[config.mk]
export PLATFORM = sky130hd
export DESIGN_NAME = comm_fault_regs
export DESIGN_NICKNAME = d
export VERILOG_FILES = /design/src/rtl/comm_fault_pkg.sv /design/src/rtl/hb_watch.sv /design/src/rtl/comm_fault_regs.sv
export SDC_FILE = /design/constraint.sdc
export NUM_CORES = 1
export LEC_CHECK = 0
export BUFFER_PORTS_ARGS = -buffer_cell sky130_fd_sc_hd__buf_2
export CAP_MARGIN = 5
export CORE_MARGIN = 4
export CORE_UTILIZATION = 35
export DETAILED_ROUTE_END_ITERATION = 8
export SYNTH_ARGS = -nofsm -noshare
export SYNTH_HDL_FRONTEND = slang
export SYNTH_HIERARCHICAL = 1
export SYNTH_SLANG_ARGS = --single-unit
[constraint.sdc]
create_clock -name aclk -period 4.3 [get_ports aclk]
set_input_delay 0.645 -clock aclk [delete_from_list [all_inputs] [get_ports aclk]]
set_output_delay 0.645 -clock aclk [all_outputs]
set_load 0.1 [all_outputs]
[src/rtl/comm_fault_pkg.sv]
// Package: register map, field positions and timing for the comm fault block
package comm_fault_pkg;
  // Printed offsets are register indices; byte address is four times these
  localparam logic [11:0] IDX_PORT_FLAGS = 12'h531;
  localparam logic [11:0] IDX_TONE_FLAGS = 12'h532;
  localparam logic [11:0] IDX_CTRL = 12'h540;
  localparam logic [11:0] IDX_DEBUG = 12'h541;
  localparam logic [7:0] FLAGS_RESET = 8'h00;
  // Port flag positions
  localparam int B_LOW_TR = 7;
  localparam int B_LOW_RR = 6;
  localparam int B_LOW_RC = 5;
  localparam int B_LOW_BIT = 4;
  localparam int B_HIGH_TR = 3;
  localparam int B_HIGH_RR = 2;
  localparam int B_HIGH_RC = 1;
  localparam int B_HIGH_BIT = 0;
  // Tone and heartbeat flag positions
  localparam int B_FWD = 3;
  localparam int B_TONE = 2;
  localparam int B_HB_MISS = 1;
  localparam int B_HEARTBEAT_TOO_FAST = 0;
  // Control register fields (clear bits self-clear)
  localparam int C_CLR_PORT = 0;
  localparam int C_CLR_HB = 1;
  localparam int C_CLR_TONE = 2;
  localparam int C_CLR_FWD = 3;
  localparam int C_DIR_SEL = 8;
  localparam int C_MSK_PORT = 9;
  localparam int C_MSK_HB = 10;
  localparam int C_MSK_TONE = 11;
  localparam int C_MSK_FWD = 12;
  localparam logic [1:0] RESP_OKAY = 2'b00;
  localparam logic [1:0] RESP_SLVERR = 2'b10;
  // Heartbeat window times in microseconds, clock period in ns
  localparam int CLK_NS = 100;
  localparam int HB_MAX_US = 2000;
  localparam int HB_MIN_US = 100;
  localparam int HB_MAX_CYC = HB_MAX_US * 1000 / CLK_NS;
  localparam int HB_MIN_CYC = (HB_MIN_US * 1000 + CLK_NS - 1) / CLK_NS;
  // Events reported by one daisy-chain port
  typedef struct packed {
    logic tx_resp_byte_err; // Byte fault while sending a response
    logic rx_resp_byte_err; // Byte fault while receiving a response
    logic rx_cmd_byte_err;  // Byte fault while receiving a command
    logic bit_err;          // Bit error leading to a byte fault
    logic [3:0] cause;      // Fault cause code for debug
    logic tone;             // Fault tone received
    logic heartbeat;        // Heartbeat received
  } port_evt_t;
endpackage

[src/rtl/hb_watch.sv]
// Heartbeat watchdog: missing and too-fast heartbeat detection
`timescale 1ns/1ps
`default_nettype none
module hb_watch #(
  parameter int MAX_CYC = 20000,
  parameter int MIN_CYC = 1000
) (
  // Clock and reset
  input wire logic aclk,
  input wire logic aresetn,
  // Monitored heartbeat pulse
  input wire logic heartbeat,
  // Restart timing after selection change
  input wire logic restart,
  // One-cycle detections
  output logic miss_pulse,
  output logic fast_pulse
);
  // Refuse windows the 24-bit counter cannot serve
  if (MIN_CYC < 1 || MAX_CYC <= MIN_CYC ||
      MAX_CYC > 16777215) begin : g_bad_window
    $error("hb_watch: bad window");
  end
  logic [23:0] cnt_r, cnt_nxt; // Cycles since last heartbeat
  logic armed_r, armed_nxt;    // Low once a miss is reported
  logic seen_r, seen_nxt;      // A heartbeat arrived since restart
  localparam logic [23:0] MAXV = 24'(MAX_CYC);
  localparam logic [23:0] MINV = 24'(MIN_CYC);
  // Next counter and detections
  always_comb begin
    cnt_nxt = cnt_r;
    armed_nxt = armed_r;
    seen_nxt = seen_r;
    miss_pulse = 1'b0;
    fast_pulse = 1'b0;
    if (restart) begin
      cnt_nxt = '0;
      armed_nxt = 1'b1;
      seen_nxt = 1'b0;
    end else if (heartbeat) begin
      // Too soon after previous one; the first has no predecessor
      fast_pulse = seen_r && (cnt_r < MINV);
      cnt_nxt = '0;
      armed_nxt = 1'b1;
      seen_nxt = 1'b1;
    end else if (armed_r && cnt_r >= MAXV) begin
      // Window expired without a heartbeat
      miss_pulse = 1'b1;
      armed_nxt = 1'b0;
    end else if (armed_r) begin
      cnt_nxt = cnt_r + 24'h000001;
    end
  end
  // Register state
  always_ff @(posedge aclk) begin
    if (!aresetn) begin
      cnt_r <= '0;
      armed_r <= 1'b1;
      seen_r <= 1'b0;
    end else begin
      cnt_r <= cnt_nxt;
      armed_r <= armed_nxt;
      seen_r <= seen_nxt;
    end
  end
endmodule
`default_nettype wire

[src/rtl/comm_fault_regs.sv]
// Daisy-chain communication fault status registers with AXI4-Lite access
//
// Our own choice: the AXI4-Lite interface to the registers.
`timescale 1ns/1ps
`default_nettype none
// Function
// - Transmit response byte faults set tx flags
// - Low port response receive fault sets flag
// - Low port command receive fault, debug kept
// - High port response receive fault sets flag
// - High port command receive fault, debug kept
// - Bit errors set per-port bit flags
// - Forwarded chain fault sets forwarded flag
// - Fault tone on watched port sets flag
// - Direction select picks low or high port
// - Missing heartbeat sets missing flag
// - Too frequent heartbeat sets fast flag
// - Fast flag may accompany tone flag
// - Port clear zeroes port flags and debug
// - Chain flag groups clear independently
// - Summary honours per-group masks
module comm_fault_regs #(
  parameter int HB_MAX = comm_fault_pkg::HB_MAX_CYC,
  parameter int HB_MIN = comm_fault_pkg::HB_MIN_CYC
) (
  // Clock and reset
  input wire logic aclk,
  input wire logic aresetn,
  // AXI4-Lite write address
  input wire logic [13:0] s_axi_awaddr,
  input wire logic s_axi_awvalid,
  output logic s_axi_awready,
  // AXI4-Lite write data
  input wire logic [31:0] s_axi_wdata,
  input wire logic [3:0] s_axi_wstrb,
  input wire logic s_axi_wvalid,
  output logic s_axi_wready,
  // AXI4-Lite write response
  output logic [1:0] s_axi_bresp,
  output logic s_axi_bvalid,
  input wire logic s_axi_bready,
  // AXI4-Lite read address
  input wire logic [13:0] s_axi_araddr,
  input wire logic s_axi_arvalid,
  output logic s_axi_arready,
  // AXI4-Lite read data
  output logic [31:0] s_axi_rdata,
  output logic [1:0] s_axi_rresp,
  output logic s_axi_rvalid,
  input wire logic s_axi_rready,
  // Port event inputs
  input wire comm_fault_pkg::port_evt_t low_evt,
  input wire comm_fault_pkg::port_evt_t high_evt,
  input wire logic fwd_fault,
  // Communication summary
  output logic comm_summary
);
  import comm_fault_pkg::*;
  // Control field positions inside the stored config word
  localparam int F_DIR = C_DIR_SEL - C_DIR_SEL;
  localparam int F_MSK_PORT = C_MSK_PORT - C_DIR_SEL;
  localparam int F_MSK_HB = C_MSK_HB - C_DIR_SEL;
  localparam int F_MSK_TONE = C_MSK_TONE - C_DIR_SEL;
  localparam int F_MSK_FWD = C_MSK_FWD - C_DIR_SEL;

  ////////////////////////////////////////////////////////////////////////////
  // State
  logic [7:0] port_r, port_nxt;   // Port fault flags
  logic [3:0] tone_r, tone_nxt;   // Tone and heartbeat flags
  logic [7:0] dbg_r, dbg_nxt;     // Command receive cause, low/high nibbles
  logic [4:0] cfg_r, cfg_nxt;     // Direction select and masks
  logic aw_r, aw_nxt;             // Write address held
  logic w_r, w_nxt;               // Write data held
  logic [13:0] awa_r, awa_nxt;    // Held write address
  logic [31:0] wd_r, wd_nxt;      // Held write data
  logic [3:0] ws_r, ws_nxt;       // Held strobes
  logic bv_r, bv_nxt;             // Write response pending
  logic [1:0] br_r, br_nxt;       // Write response code
  logic rv_r, rv_nxt;             // Read data pending
  logic [31:0] rd_r, rd_nxt;      // Read data
  logic [1:0] rr_r, rr_nxt;       // Read response code
  logic dir_q_r;                  // Previous direction select

  ////////////////////////////////////////////////////////////////////////////
  // Heartbeat watch on the selected port
  logic dir_sel;
  logic hb_sel, tone_sel, hb_miss, heartbeat_too_fast;
  assign dir_sel = cfg_r[F_DIR];
  assign hb_sel = dir_sel ? high_evt.heartbeat : low_evt.heartbeat;
  assign tone_sel = dir_sel ? high_evt.tone : low_evt.tone;

  hb_watch #(
    .MAX_CYC(HB_MAX),
    .MIN_CYC(HB_MIN)
  ) u_hb (
    .aclk(aclk),
    .aresetn(aresetn),
    // A tone also counts as an arrival, so it can flag too fast
    .heartbeat(hb_sel | tone_sel),
    // Selecting the other port restarts the window
    .restart(dir_sel != dir_q_r),
    .miss_pulse(hb_miss),
    .fast_pulse(heartbeat_too_fast)
  );

  ////////////////////////////////////////////////////////////////////////////
  // Bus decode
  logic wr_go, rd_go;
  logic [11:0] widx, ridx;
  logic [7:0] wbyte0, wbyte1;
  // Write executes once both halves are held and no answer waits
  assign wr_go = aw_r && w_r && !bv_r;
  // A read is taken only while no read data is waiting
  assign rd_go = s_axi_arvalid && !rv_r;
  assign widx = awa_r[13:2];
  assign ridx = s_axi_araddr[13:2];
  // Lanes without a strobe leave their fields as they were
  assign wbyte0 = ws_r[0] ? wd_r[7:0] : 8'h00;
  assign wbyte1 = ws_r[1] ? wd_r[15:8] : {3'b000, cfg_r};
  // Ready outputs follow the held flags directly
  assign s_axi_awready = !aw_r;
  assign s_axi_wready = !w_r;
  assign s_axi_arready = !rv_r;
  // Response channels come straight from registers
  assign s_axi_bvalid = bv_r;
  assign s_axi_bresp = br_r;
  assign s_axi_rvalid = rv_r;
  assign s_axi_rdata = rd_r;
  assign s_axi_rresp = rr_r;

  // Clear strobes from a control write, one cycle
  logic wr_ctrl, clr_port, clr_hb, clr_tone, clr_fwd;
  assign wr_ctrl = wr_go && (widx == IDX_CTRL);
  assign clr_port = wr_ctrl && wbyte0[C_CLR_PORT];
  assign clr_hb = wr_ctrl && wbyte0[C_CLR_HB];
  assign clr_tone = wr_ctrl && wbyte0[C_CLR_TONE];
  assign clr_fwd = wr_ctrl && wbyte0[C_CLR_FWD];

  ////////////////////////////////////////////////////////////////////////////
  // Next flag values: clear first, then events set, so set wins
  // Event bits placed at their flag positions
  logic [7:0] port_set;
  logic [3:0] tone_set;
  always_comb begin
    port_set = 8'h00;
    port_set[B_LOW_TR] = low_evt.tx_resp_byte_err;
    port_set[B_HIGH_TR] = high_evt.tx_resp_byte_err;
    port_set[B_LOW_RR] = low_evt.rx_resp_byte_err;
    port_set[B_LOW_RC] = low_evt.rx_cmd_byte_err;
    port_set[B_HIGH_RR] = high_evt.rx_resp_byte_err;
    port_set[B_HIGH_RC] = high_evt.rx_cmd_byte_err;
    port_set[B_LOW_BIT] = low_evt.bit_err;
    port_set[B_HIGH_BIT] = high_evt.bit_err;
    tone_set = 4'h0;
    tone_set[B_FWD] = fwd_fault;
    tone_set[B_TONE] = tone_sel;
    tone_set[B_HB_MISS] = hb_miss;
    tone_set[B_HEARTBEAT_TOO_FAST] = heartbeat_too_fast;
    port_nxt = (clr_port ? FLAGS_RESET : port_r) | port_set;
    dbg_nxt = clr_port ? FLAGS_RESET : dbg_r;
    if (low_evt.rx_cmd_byte_err) begin
      dbg_nxt[3:0] = low_evt.cause;
    end
    if (high_evt.rx_cmd_byte_err) begin
      dbg_nxt[7:4] = high_evt.cause;
    end
    tone_nxt = tone_r;
    // Each group clears on its own strobe
    if (clr_fwd) begin
      tone_nxt[B_FWD] = 1'b0;
    end
    if (clr_tone) begin
      tone_nxt[B_TONE] = 1'b0;
    end
    if (clr_hb) begin
      tone_nxt[B_HB_MISS] = 1'b0;
      tone_nxt[B_HEARTBEAT_TOO_FAST] = 1'b0;
    end
    tone_nxt = tone_nxt | tone_set;
  end

  // Summary gated per group by masks
  // Each group counts only while its own mask is clear
  always_comb begin
    comm_summary = (!cfg_r[F_MSK_PORT] && (|port_r)) ||
      (!cfg_r[F_MSK_HB] && (tone_r[B_HB_MISS] || tone_r[B_HEARTBEAT_TOO_FAST])) ||
      (!cfg_r[F_MSK_TONE] && tone_r[B_TONE]) ||
      (!cfg_r[F_MSK_FWD] && tone_r[B_FWD]);
  end

  ////////////////////////////////////////////////////////////////////////////
  // Next bus state
  always_comb begin
    aw_nxt = aw_r;
    w_nxt = w_r;
    awa_nxt = awa_r;
    wd_nxt = wd_r;
    ws_nxt = ws_r;
    bv_nxt = bv_r;
    br_nxt = br_r;
    rv_nxt = rv_r;
    rd_nxt = rd_r;
    rr_nxt = rr_r;
    cfg_nxt = cfg_r;
    // Accept address and data in either order
    if (s_axi_awvalid && !aw_r) begin
      aw_nxt = 1'b1;
      awa_nxt = s_axi_awaddr;
    end
    if (s_axi_wvalid && !w_r) begin
      w_nxt = 1'b1;
      wd_nxt = s_axi_wdata;
      ws_nxt = s_axi_wstrb;
    end
    // Perform write; status registers ignore writes but answer OKAY
    if (wr_go) begin
      aw_nxt = 1'b0;
      w_nxt = 1'b0;
      bv_nxt = 1'b1;
      case (widx)
        IDX_CTRL: begin
          br_nxt = RESP_OKAY;
          cfg_nxt = wbyte1[4:0];
        end
        IDX_PORT_FLAGS, IDX_TONE_FLAGS, IDX_DEBUG: begin
          br_nxt = RESP_OKAY;
        end
        default: begin
          br_nxt = RESP_SLVERR;
        end
      endcase
    end else if (bv_r && s_axi_bready) begin
      // Master has taken the write response
      bv_nxt = 1'b0;
    end
    // Read answer one cycle after acceptance
    if (rd_go) begin
      rv_nxt = 1'b1;
      rr_nxt = RESP_OKAY;
      case (ridx)
        IDX_PORT_FLAGS: begin
          rd_nxt = {24'h000000, port_r};
        end
        IDX_TONE_FLAGS: begin
          rd_nxt = {28'h0000000, tone_r};
        end
        IDX_CTRL: begin
          rd_nxt = {19'h00000, cfg_r, 8'h00};
        end
        IDX_DEBUG: begin
          rd_nxt = {24'h000000, dbg_r};
        end
        default: begin
          // Unmapped index: error with zero data
          rd_nxt = 32'h00000000;
          rr_nxt = RESP_SLVERR;
        end
      endcase
    end else if (rv_r && s_axi_rready) begin
      // Master has taken the read data
      rv_nxt = 1'b0;
    end
  end

  ////////////////////////////////////////////////////////////////////////////
  // Register everything
  always_ff @(posedge aclk) begin
    if (!aresetn) begin
      // Flags, config and bus state all start cleared
      port_r <= FLAGS_RESET;
      tone_r <= 4'h0;
      dbg_r <= FLAGS_RESET;
      cfg_r <= 5'h00;
      aw_r <= 1'b0;
      w_r <= 1'b0;
      awa_r <= 14'h0000;
      wd_r <= 32'h00000000;
      ws_r <= 4'h0;
      bv_r <= 1'b0;
      br_r <= RESP_OKAY;
      rv_r <= 1'b0;
      rd_r <= 32'h00000000;
      rr_r <= RESP_OKAY;
      dir_q_r <= 1'b0;
    end else begin
      port_r <= port_nxt;
      tone_r <= tone_nxt;
      dbg_r <= dbg_nxt;
      cfg_r <= cfg_nxt;
      aw_r <= aw_nxt;
      w_r <= w_nxt;
      awa_r <= awa_nxt;
      wd_r <= wd_nxt;
      ws_r <= ws_nxt;
      bv_r <= bv_nxt;
      br_r <= br_nxt;
      rv_r <= rv_nxt;
      rd_r <= rd_nxt;
      rr_r <= rr_nxt;
      dir_q_r <= dir_sel;
    end
  end
endmodule
`default_nettype wire

==> results by stage, run 1 <==
Status:
- The flow ran to the end, and the final reports show no timing, DRC or antenna violations.

Critical path:
- The delay contributed by the slowest stage of the critical path is between 0.6 and 0.7 ns.
- Walking the worst path, the cells encountered are mux2i_1 > nand2_1 > nor2_1 > nand2_1 > or4_1 > nand2_1.
- By instance count, the cell type seen most on the critical path is nand2_1.
- The critical path data required time is 4.59 ns.
- Data on the critical path arrives at its endpoint at 3.08 ns.
- The kind of critical path is flop to flop.
- The worst setup path is captured at a flop.
- The cell with the biggest individual delay on the critical path is or4_1.
- The top fanout value on the critical path is 13.
- The sort of element at the start of the critical path is a flop.
- For flop-to-flop paths, the worst setup slack is between 1.5 and 2 ns.
- The cell family contributing the most delay on the critical path is simple AND/OR/NAND/NOR gates.
- The number of buffers and inverters on the critical path is 0.

Power and ir drop:
- The leakage power summed over all cells is just over 2 nW.
- In this run, the combinational gates consume around an eighth of the power.
- Dividing total power by cell area gives a power density of between 300 and 400 mW/mm^2.
- The internal power consumption is 1.422 mW.
- The analysis attributes to net switching a power of 0.5665 mW.
- The relative contribution of the clock network to total power is a little over 40%.
- The switching power share of the total is about 28%.
- The worst-case IR drop observed on VDD is around 0.21 mV.
- The relative contribution of sequential cells to total power is roughly 47%.

STA:
- Setup repair after global routing left no endpoint under its margin.
- After layout, the worst setup slack is 1.511 ns.
- The number of slew-limit violations in the final report is 0.
- The largest clock skew in the final design is 0.007441 ns.
- For the pin with the worst max-slew slack, the measured transition is ~0.83 ns.
- The count of endpoints failing hold in the final timing report was 0.
- The minimum clock period is 2.789 ns.
- The total negative slack is 0 ns.
- In this run the tightest slew margin relative to its limit is ~45%.
- The achievable frequency is 0.3586 GHz.
- Setup violations remaining at the end of the flow were counted as 0.
- After layout, the worst path uses 64.85% of the clock period.

Synthesis:
- Yosys printed 6 warnings.
- The adder-cell area share of the yosys netlist is 0.2898%.
- The combinational family with the most area after synthesis is simple AND/OR/NAND/NOR gates.
- The synthesized netlist devotes between 20% and 30% of its cell area to simple gates.
- After synthesis the netlist holds a flip-flop and latch count of 94.
- The synthesized design contains 0 enable-type register cells.
- After synthesis, the share of cell area in mux cells is roughly 1.9%.
- Synthesis instantiated 64 different standard cells from the library.
- The average footprint of a synthesized cell is about 8.8 sq um.
- Among all flip-flop cells after synthesis, the most frequent one is dfxtp_1.
- After synthesis, the share of flip-flops with an asynchronous set or reset is 0%.
- The post-synth design cell area is 0.004318 sq mm.
- The number of instances in the synthesized netlist is between 400 and 500.
- Sequential cells were found to cover a little over two fifths of the synthesized design area.
- The compound-cell area share of the yosys netlist is 17.65%.
- The parity-gate share of the synthesized area counting xor and xnor cells is less than 1%.

Clock network:
- The number of gates resized after CTS was 0.
- The clock tree from TritonCTS is built.
- The number of hold buffers added after CTS was 0.
- After clock tree synthesis, the clock-pin slew on the worst setup and hold paths is around 0.07 ns.
- The cell at the root of the clock tree is clkbuf_16.
- The clock passes through at most 2 buffers.
- The number of buffers added for setup after CTS is 0.
- Counting every sink on the clock net gives 94.
- The number of buffers added by the clock tree synthesis step is 9.
- The H-tree was split into 3 levels.
- For the worst-skew pair, the clock arrives at the later sink with an insertion delay of between 0.3 and 0.4 ns.

Drt:
- After the first detailed-routing iteration, the DRC count stood at between 200 and 300.
- The pre-antenna-repair detailed-routing pass consisted of 4 iterations.
- In this run the remaining antenna-violating nets after routing total 0.
- The routed wire length is approximately 10 mm.
- For this run, design rule violations remaining after detail routing come to 0.
- The routed wire length per instance is 13.67 um.
- Using the TritonRoute via totals, the vias-per-cell ratio works out to between 4 and 5.
- The number of vias after detailed routing is around 3600.

Global routing:
- Global routing used 14.23% of the available tracks across all layers.
- The remaining global-route overflow is 0.
- The first global-routing pass estimated ~16 mm of wire.
- The via count of the first global-routing pass is ~3400.
- Entering global routing, the biggest net connects 40 pins.
- The number of antenna violations at the first check in global routing is 0.

Run:
- The tool flagged a number of max-cap violations equal to 0.

Die:
- The die footprint is 0.01418 sq mm.
- The x dimension of the die is roughly 120 um.
- The core area is between 0.01 and 0.015 sq mm.
- The die extent in y is between 100 and 150 um.
- For this configuration, the core starts out at a cell density of a little over a third.
- The floorplan has 40 rows.
- between 100 and 150 I/O pins were placed.

Finish:
- The share of the core filled with cells in the final layout is a little over two fifths.
- The post-layout net count is approximately 650.
- The post-route non-filler standard cell count is 734.
- The library cells used most frequently in the layout, excluding fill and tap cells, are 102 x nand2_1, 94 x dfxtp_1, 83 x buf_2.
- The summed area of non-filler cells in the final layout is 0.005021 sq mm.
- The area growth from synthesis to layout is 16.29%.
- Cells with a size suffix above 1 make up 22.26% of the layout.
- The antenna diode count is 0.
- The leading cell type in the layout, fill and taps excluded is nand2_1.

Place:
- The worst setup slack before clock tree synthesis is roughly 1.3 ns.
- After legalization and detailed placement, the total HPWL measured roughly 7.5 mm.
- Once placement completed, the tool counted placed cells totaling roughly 720.
- The total cell area at the placement stage is about 0.0047 sq mm.
- The last weighted congestion value of the routability-driven placer is 0.8480.
- The number of buffers added on ports is 83.

Hold path:
- The path class of the lowest-slack min-delay path is flop to flop.
## cell type report
type                    count  area, sq um
fillers                  1243         7041
multi-input cells         363         2170
flip-flops and latches     94         1882
repair buffers             85        430.4
clock buffers              10        229.0
well taps                 168        210.2
clock inverters             6        70.07
inverters                   8        30.03
## registers in the layout (all words and copies together) (netlist names), 2 cells and up
signal	flops
ws_r	2
s_axi_rdata	13
dbg_r	8
cfg_r	5
wd_r	9
tone_r	4
port_r	8
u_hb/cnt_r	24
awa_r	12
## kinds of logic after synthesis
family / after synthesis
mux: 8
other cells: 1
buf+inv: 54
xor+xnor: 3
flops: 94
fa+ha+maj: 1
compound gates: 108
simple gates: 222
## worst register-to-register path: stages (launching register included)
cell	delay, ns
dfxtp_1	0.48
mux2i_1	0.41
nand2_1	0.17
nor2_1	0.52
nand2_1	0.46
or4_1	0.62
nand2_1	0.07
## metal layers
metal	share of wire [%]	vias up	global-route usage, %
met4	1.5	0	4.852
li1	-	1818	-
met3	5.7	12	4.274
met5	0	-	0
met2	44	91	22.01
met1	49	1676	18.89
## synthesized netlist by cell type, drive strengths merged, types with 5 or more instances
cell type / count / area share [%]
mux2i: 8 / 1.9
dfxtp: 94 / 44
or4: 6 / 1.2
nand4: 5 / 0.87
a21oi: 15 / 1.7
inv: 8 / 0.70
clkbuf: 15 / 1.8
o21ai: 33 / 4.7
or3: 11 / 1.6
a21boi: 28 / 4.9
nand2: 102 / 8.9
nand4b: 5 / 1.0
buf: 31 / 5.4
nor2: 18 / 1.7
nand3: 18 / 2.5
and2: 5 / 0.72
a22oi: 8 / 1.4
o31ai: 5 / 0.87
nor3: 6 / 1.5
nand3b: 8 / 1.4
and3: 17 / 2.6
## path summary, 6_finish.rpt
| check | from | cells past startpoint | end |
|---|---|---|---|
| worst max-delay path | cfg_r[0] | 6 | u_hb/cnt_r[10] |
| worst max register to register | cfg_r[0] | 6 | u_hb/cnt_r[10] |
| worst min register to register | s_axi_rdata[5] | 2 | s_axi_rdata[5] |
| worst min-delay path | s_axi_rdata[5] | 2 | s_axi_rdata[5] |
## power groups by stage
stage | clock network [mW] | logic [mW] | registers, mW
3_5_place_dp | 0 | 0.257 | 0.946
6_report | 0.806 | 0.256 | 0.926
5_1_grt | 0.866 | 0.276 | 0.930
2_1_floorplan | 0 | 0.203 | 0.956
4_1_cts | 0.827 | 0.257 | 0.926
3_3_place_gp | 0 | 0.253 | 0.945
## metrics by stage
stage	hold WS (ns)	power [mW]
4_1_cts	0.4543	2.010
2_1_floorplan	0.4383	1.160
3_3_place_gp	0.4432	1.198
5_1_grt	0.4834	2.072
6_report	0.4524	1.988
3_5_place_dp	0.4457	1.203
Power figures use the tool's default switching activity.
==> run 2: changes to the inputs <==
Settings changed: ABC_AREA set to 1.
Clock period 4.3 ns to 2.8 ns, I/O delays scaled along.
==> run 2 against run 1 <==
  * Register-to-register slack lost 0.81 ns
  * Largest power group unchanged
  * Cell count grew 19%
  * Largest cell class unchanged
  * Sequential power grew 56%
  * Via count grew 11%
  * Combinational power grew 68%
  * Sequential cell count is the same
==> results by stage, run 2 <==
Place:
- The total cell area at the placement stage is 0.004954 sq mm (was 0.004722 sq mm).
- The post-DP HPWL is 7.727 mm (was 7.488 mm).
- The number of buffers added on ports is 83 (unchanged).
- The last weighted congestion value of the routability-driven placer is 0.7961 (was 0.8480).

Synthesis:
- The sequential cell area fraction in the yosys report is 41.96% (was 43.58%).
- The portion of synthesized cell area occupied by the leading cell type is 41.96% (was 43.58%).
- The average footprint of a synthesized cell is 7.280 sq um (was 8.794 sq um).
- The flop and latch count out of synthesis is 94 (unchanged).
- The distinct cell type count after synthesis is 40 (was 64).
- The number of instances in the synthesized netlist is 616 (was 491).
- The cell with the most instances after synthesis is nand2_1 (unchanged).
- The async set-reset flop share out of synthesis is 0% (unchanged).
- The number of warning messages in the yosys log was 6 (unchanged).
- The most instantiated flip-flop cell in the synthesis netlist was dfxtp_1 (unchanged).
- Top post-synthesis cells by count: 105 x nand2_1, 94 x dfxtp_1, 94 x nor2_1, 71 x nand3_1, 56 x inv_1 (was 102 x nand2_1, 94 x dfxtp_1, 28 x a21boi_0, 22 x buf_4, 19 x o21ai_0).
- The number of synthesized flops with an enable pin came to 0 (unchanged).
- The post-synth design cell area is 0.004484 sq mm (was 0.004318 sq mm).
- Top cells by area, synth: dfxtp_1 42%, nand2_1 8.8%, nand3_1 7.9% (was dfxtp_1 44%, nand2_1 8.9%, a21boi_0 4.9%).
- The biggest area consumer among synthesized cells is dfxtp_1 (unchanged).

STA:
- The final hold slack is 0.2912 ns (was 0.4524 ns).
- The total of endpoints with negative setup slack in the final report is 0 (unchanged).
- The achievable frequency is 0.4762 GHz (was 0.3586 GHz).
- The tightest slew margin relative to the limit is 41.68% (was 44.70%).
- The count of endpoints failing hold in the final timing report is 0 (unchanged).
- The total negative slack is 0 ns (unchanged).
- Setup repair after global routing missed its margin: false (unchanged).
- The actual slew at the worst max-slew pin is 0.8738 ns (was 0.8268 ns).
- The post-route clock period utilization is 75.00% (was 64.85%).
- The largest clock skew in the final design is 0.009615 ns (was 0.007441 ns).
- The number of slew-limit violations in the final report is 0 (unchanged).
- The minimum clock period is 2.100 ns (was 2.789 ns).

Die:
- The x dimension of the die is 121.2 um (was 119.1 um).
- The die extent in y is 121.2 um (was 119.1 um).
- The number of top-level pins is 134 (unchanged).
- The die footprint was 0.01469 sq mm (was 0.01418 sq mm).
- The count of standard-cell rows is 41 (was 40).
- The core area is 0.01257 sq mm (was 0.01206 sq mm).
- The starting density of the core is 35.68% (was 35.80%).

Global routing:
- The global-route usage over all layers is 14.30% (was 14.23%).
- The remaining global-route overflow is 0 (unchanged).
- The global-route wire length before repair came to 17.12 mm (was 16.43 mm).
- The via count of the first global-routing pass is 3755 (was 3374).
- The maximum number of pins on one net before global-route repair was 36 (was 40).
- The number of antenna violations at the first check in global routing is 0 (unchanged).

Finish:
- The number of flip-flops under the largest register name was 24 (unchanged).
- The leading cell type in the layout, fill and taps excluded is nand2_1 (unchanged).
- The proportion of layout cells with a drive suffix above 1 is 21.35% (was 22.26%).
- The antenna diode count is 0 (unchanged).
- Most used cells in the layout excluding fill and tap cells: 105 x nand2_1, 94 x nor2_1, 94 x dfxtp_1 (was 102 x nand2_1, 94 x dfxtp_1, 83 x buf_2).
- The summed area of non-filler cells in the final layout is 0.005256 sq mm (was 0.005021 sq mm).
- The register name with the most flops is u_hb/cnt_r (unchanged).
- The area growth from synthesis to layout is 17.22% (was 16.29%).
- The fill cell instance count of the final layout was 1302 (was 1243).
- The post-layout net count is 786 (was 654).

Clock network:
- The buffer depth of the longest clock path is 2 (unchanged).
- The post-CTS resize count is 0 (unchanged).
- The latest clock arrival within the worst-skew pair came to 0.34 ns (about the same).
- The count of clock tree sinks is 94 (unchanged).
- The number of buffers inserted for hold repair after clock tree synthesis came to 0 (unchanged).
- The number of buffers added by the clock tree synthesis step was 9 (unchanged).
- The clock tree from TritonCTS is built (unchanged).
- The cell at the root of the clock tree is clkbuf_16 (unchanged).
- The number of levels the H-tree was split into was 3 (unchanged).
- The clock transition at the register clock pins on the worst setup and hold paths after CTS is 0.07 ns (about the same).
- The number of buffers added for setup after CTS is 0 (unchanged).

Critical path:
- The logic depth of the worst register-to-register path was 5 (was 6).
- The critical path data required time is 3.06 ns (was 4.59 ns).
- The data arrival time of the worst path came to 2.36 ns (was 3.08 ns).
- Sequence of cells on the critical path: mux2i_1 > o211ai_1 > nor3_1 > inv_1 > a21oi_1 (was mux2i_1 > nand2_1 > nor2_1 > nand2_1 > or4_1 > nand2_1).
- The kind of critical path is flop to flop (unchanged).
- The kind of capture point of the worst setup path was a flop (unchanged).
- The delay contributed by the slowest stage of the critical path is 0.48 ns (was 0.62 ns).
- The top fanout value on the critical path is 22 (was 13).
- The cell with the biggest individual delay on the critical path is inv_1 (was or4_1).
- The sort of element at the start of the critical path was a flop (unchanged).

Power and ir drop:
- The internal power consumption was 2.189 mW (was 1.422 mW).
- The total power per unit cell area is 590.2 mW/mm^2 (was 396.0 mW/mm^2).
- The largest vdd supply drop came to 0.2668 mV (was 0.2089 mV).
- The leakage power summed over all cells is 2.311 nW (was 2.076 nW).
- The net switching power of the design is 0.9131 mW (was 0.5665 mW).
- The switching power share of the total is 29.43% (was 28.49%).
- The relative contribution of the clock network to total power was 39.8% (was 40.5%).
- The relative contribution of sequential cells to total power came to 46.3% (was 46.6%).
- The part of the power in combinational logic is 13.9% (was 12.9%).

Drt:
- The number of nets with antenna violations after detailed routing is 0 (unchanged).
- The via density per instance is 4.608 (was 4.901).
- The routed wire length per instance is 11.71 um (was 13.67 um).
- The routed wire length is 10.19 mm (was 10.03 mm).
- The total DRC errors in the routed layout was 0 (unchanged).
- The number of vias after detailed routing came to 4009 (was 3597).
- The DRC violation total after the first TritonRoute iteration is 226 (was 251).
- The number of detailed-route iterations in the first pass was 4 (unchanged).

Hold path:
- The cell count of the worst hold path is 3 (was 2).
- The path class of the lowest-slack min-delay path is input port to flop (was flop to flop).

Run:
- The reported max-cap violation count is 0 (unchanged).

Status:
- Outcome: finished, final reports clean (unchanged).
==> run 2: cell types whose count changed in the layout (fill, tap and decap cells not counted), sizes merged, moves of 6 or more <==
cell	change
a21boi	-28
a21oi	+43
a22oi	-8
and3	-17
inv	+55
mux2i	-7
nand2	+11
nand3	+54
nand3b	-7
nor2	+86
or3	-11
or4	-6
==> run 2: path summary, 6_finish.rpt <==
path | from | endpoint | slack [ns]
worst max-delay path | cfg_r[0] | u_hb/cnt_r[6] | 0.70
worst min-delay path | low_evt[6] | port_r[4] | 0.29
worst max register to register | cfg_r[0] | u_hb/cnt_r[6] | 0.70
worst min register to register | u_hb/cnt_r[21] | u_hb/cnt_r[21] | 0.43
==> run 2: logic make-up after synthesis <==
logic type | synth area share (%)
AOI/OAI and AO/OA | 12.72
xor gates and xnor gates | 1.367
DFF | 41.96
adders and majority gates | 0.2790
other | 0.08363
buffers and inverters | 11.41
and+or+nand+nor | 31.95
muxes | 0.2232
==> run 2: per-stage QoR <==
stage               power, mW  instances  setup WS (ns)  utilization [%]
detailed placement      1.899        854         0.5554            39.41
global placement        1.891        854         0.6476            39.41
floorplan               1.818        636         0.2015                -
CTS                     3.138        870         0.6444            41.82
global route            3.234        870         0.3846            41.82
finish                  3.102        870         0.7001            41.82
==> run 2: layout make-up <==
cell class | instances | area [sq um] | share of cell area (%)
multi-input cells | 437 | 2166 | 41.20
clock buffers | 9 | 225.2 | 4.285
repair buffers | 88 | 452.9 | 8.617
clock inverters | 7 | 77.57 | 1.476
inverters | 63 | 237.7 | 4.523
flip-flops and latches | 94 | 1882 | 35.80
well taps | 172 | 215.2 | 4.094
==> run 2: critical path: cells and delay by family, from the launching register on <==
kind	cells	cell delay (ns)
AOI/OAI and AO/OA	2	0.48
DFF	1	0.35
and+or+nand+nor	1	0.40
muxes	1	0.31
buffers and inverters	1	0.48
==> run 2: power by group through the flow <==
stage	registers (mW)	clock network, mW	logic (mW)
after global placement	1.47	0	0.425
after global routing	1.44	1.32	0.465
after detailed placement	1.47	0	0.431
after CTS	1.44	1.27	0.433
after floorplan	1.52	0	0.302
final	1.44	1.23	0.430
==> run 2: routing by layer <==
| metal | global-route usage [%] | up-vias | part of all wire (%) |
|---|---|---|---|
| met5 | 0 | - | 0 |
| met4 | 5.462 | 0 | 1.3 |
| met3 | 3.077 | 11 | 4.5 |
| met2 | 23.34 | 76 | 47 |
| met1 | 18.54 | 1817 | 47 |
| li1 | - | 2105 | - |
==> run 3: changes to the inputs <==
Settings changed: ABC_AREA 1 to 0.
Clock period 2.8 ns to 1.8 ns, I/O delays scaled along.
==> run 3 against run 2 <==
  * Wire length up 2.1%
  * First-iteration DRC count down 2.2%
  * Highest routed layer unchanged
  * Largest power group unchanged
  * Power up 58%
  * Clock skew down 0.0046 ns
  * The flow now finishes with violations (setup timing)
==> results by stage, run 3 (same netlist as run 1, synthesis figures left out) <==
Status:
- Outcome: finished, violations left (was finished, final reports clean).
- The checks that failed: setup timing.

Clock network:
- The clock tree from TritonCTS is built (unchanged).
- The cell at the root of the clock tree is clkbuf_16 (unchanged).
- The number of buffers inserted for hold repair after clock tree synthesis is 0 (unchanged).
- The latest clock arrival within the worst-skew pair is 0.34 ns (about the same).
- The count of clock tree sinks was 94 (unchanged).
- The number of levels the H-tree was split into is 3 (unchanged).
- The buffer depth of the longest clock path was 2 (unchanged).
- The clock transition at the register clock pins on the worst setup and hold paths after CTS is 0.06 ns (was 0.07 ns).
- The number of buffers added by the clock tree synthesis step is 9 (unchanged).

Critical path:
- The launching instance or port of the critical path is u_hb/cnt_r[19] (was cfg_r[0]).
- The data arrival time of the worst path was 2.19 ns (was 2.36 ns).
- The reg2reg setup slack was -0.12 ns (was 0.70 ns).
- The top fanout value on the critical path is 6 (was 22).
- The kind of critical path is flop to flop (unchanged).
- The kind of capture point of the worst setup path is a flop (unchanged).
- The endpoint of the worst-slack reg-to-reg timing path is u_hb/cnt_r[12] (was u_hb/cnt_r[6]).
- The logic depth of the worst register-to-register path is 6 (was 5).
- The sort of element at the start of the critical path is a flop (unchanged).
- The reg-to-reg startpoint is u_hb/cnt_r[19] (was cfg_r[0]).
- The critical path data required time was 2.08 ns (was 3.06 ns).

Drt:
- The via density per instance is 4.776 (was 4.608).
- The number of detailed-route iterations in the first pass is 4 (unchanged).
- The number of nets with antenna violations after detailed routing is 0 (unchanged).
- The routed wire length per instance came to 13.62 um (was 11.71 um).
- The number of vias after detailed routing came to 3644 (was 4009).
- The routed wire length was 10.39 mm (was 10.19 mm).
- The DRC violation total after the first TritonRoute iteration is 221 (was 226).
- The total DRC errors in the routed layout is 0 (unchanged).

Global routing:
- The global-route wire length before repair is 17.12 mm (unchanged).
- The global-route usage over all layers is 14.83% (was 14.30%).
- The remaining global-route overflow came to 0 (unchanged).
- The number of antenna violations at the first check in global routing is 0 (unchanged).
- The via count of the first global-routing pass is 3541 (was 3755).
- The maximum number of pins on one net before global-route repair is 39 (was 36).

STA:
- The post-route clock period utilization was 106.4% (was 75.00%).
- The count of endpoints failing hold in the final timing report was 0 (unchanged).
- Setup repair after global routing missed its margin: true (was false).
- The number of slew-limit violations in the final report is 0 (unchanged).
- The final hold slack is 0.1428 ns (was 0.2912 ns).
- The final worst setup slack was -0.1157 ns (was 0.7001 ns).
- The minimum clock period is 1.916 ns (was 2.100 ns).
- The total of endpoints with negative setup slack in the final report is 12 (was 0).
- The achievable frequency is 0.5220 GHz (was 0.4762 GHz).
- The largest clock skew in the final design is 0.004989 ns (was 0.009615 ns).

Power and ir drop:
- The net switching power of the design is 1.328 mW (was 0.9131 mW).
- The internal power consumption is 3.584 mW (was 2.189 mW).
- The largest vdd supply drop was 0.3856 mV (was 0.2668 mV).
- The leakage power summed over all cells came to 2.268 nW (was 2.311 nW).
- The switching power share of the total is 27.04% (was 29.43%).
- The total design power was 4.912 mW (was 3.102 mW).
- The relative contribution of the clock network to total power is 41.9% (was 39.8%).
- The total power per unit cell area is 910.7 mW/mm^2 (was 590.2 mW/mm^2).
- The relative contribution of sequential cells to total power came to 45.2% (was 46.3%).
- The part of the power in combinational logic is 13.0% (was 13.9%).

Hold path:
- The worst-case hold path end point was port_r[7] (was port_r[4]).
- The start point of the worst hold path is low_evt[9] (was low_evt[6]).
- The cell count of the worst hold path is 3 (unchanged).
- The path class of the lowest-slack min-delay path is input port to flop (unchanged).

Die:
- The core area is 0.01206 sq mm (was 0.01257 sq mm).
- The count of standard-cell rows is 40 (was 41).
- The starting density of the core is 35.80% (was 35.68%).
- The number of top-level pins is 134 (unchanged).
- The x dimension of the die is 119.1 um (was 121.2 um).
- The die footprint was 0.01418 sq mm (was 0.01469 sq mm).
- The die extent in y is 119.1 um (was 121.2 um).

Finish:
- Most used cells in the layout excluding fill and tap cells: 102 x nand2_1, 89 x dfxtp_1, 82 x buf_2 (was 105 x nand2_1, 94 x nor2_1, 94 x dfxtp_1).
- The leading cell type in the layout, fill and taps excluded is nand2_1 (unchanged).
- The share of the core filled with cells in the final layout was 44.72% (was 41.82%).
- The proportion of layout cells with a drive suffix above 1 is 29.24% (was 21.35%).
- The post-layout net count is 683 (was 786).
- The number of flip-flops under the largest register name is 24 (unchanged).
- The antenna diode count came to 0 (unchanged).
- The area growth from synthesis to layout is 24.92% (was 17.22%).
- The register name with the most flops is u_hb/cnt_r (unchanged).

Place:
- The last weighted congestion value of the routability-driven placer is 0.8058 (was 0.7961).
- The post-DP HPWL came to 7.857 mm (was 7.727 mm).
- The number of buffers added on ports is 83 (unchanged).

Run:
- The reported max-cap violation count is 0 (unchanged).
run 3: cell count changes in the layout (fill, tap and decap cells not counted), moves of 10 or more:
cell / previous run / this run
o21ai_2: 0 / 10
nand3_1: 71 / 16
and3_1: 0 / 16
a21oi_2: 15 / 4
o21ai_0: 36 / 19
inv_1: 56 / 8
nor2_1: 94 / 17
a21boi_0: 0 / 28
a21oi_1: 43 / 11
buf_4: 5 / 28
run 3: worst max path at each step:
stage | slack, ns | end | cells after the start
after floorplan | -0.03 | u_hb/cnt_r[9] | 6
after global placement | -0.13 | u_hb/cnt_r[7] | 6
after detailed placement | -0.18 | u_hb/cnt_r[7] | 6
after CTS | -0.11 | u_hb/cnt_r[12] | 6
after global routing | -0.22 | u_hb/cnt_r[12] | 6
final | -0.12 | u_hb/cnt_r[12] | 6
run 3: cell type report:
type,instances,area (sq um)
Timing Repair Buffer,113,680.7
Tap cell,168,210.2
Clock buffer,11,242.7
Inverter,8,30.03
Clock inverter,5,82.58
Multi-Input combinational cell,364,2257
Fill cell,1170,6668
Sequential cell,94,1891
run 3: power by group through the flow:
stage / Combinational [mW] / Clock, mW / Sequential, mW
after floorplan: 0.485 / 0 / 2.29
final: 0.637 / 2.06 / 2.22
after global routing: 0.686 / 2.18 / 2.23
after detailed placement: 0.632 / 0 / 2.26
after global placement: 0.625 / 0 / 2.26
after CTS: 0.636 / 2.11 / 2.21
run 3: stage by stage:
stage          setup TNS, ns  cells  setup slack, ns  cell area, sq um
2_1_floorplan       -0.02542    511         -0.02542              4404
3_5_place_dp         -0.9681    745          -0.1811              4961
3_3_place_gp         -0.5482    745          -0.1318              4961
4_1_cts              -0.7941    763          -0.1083              5348
5_1_grt               -2.110    763          -0.2232              5394
6_report             -0.8268    763          -0.1157              5394
run 3: per-layer routing:
layer	GRT usage, %	part of all wire [%]	wire [um]	up-vias
met2	22.96	44	4576	90
met4	4.996	1.4	149	0
li1	-	-	-	1894
met5	0	0	0	-
met3	3.989	5.7	591	11
met1	19.99	49	5077	1649
run 3: what timing repair did:
item	CTS	global route
gates resized for setup	10	14
setup buffers	1	0
cloned	1	0
pin swaps	11	5
endpoints found under the setup margin	14	18
run 3: worst max-delay path, stage by stage (launching register included):
cell	delay (ns)
dfxtp_1	0.31
or4_4	0.54
nor2_4	0.13
nand4_1	0.18
buf_4	0.21
or3_4	0.36
a21oi_2	0.12
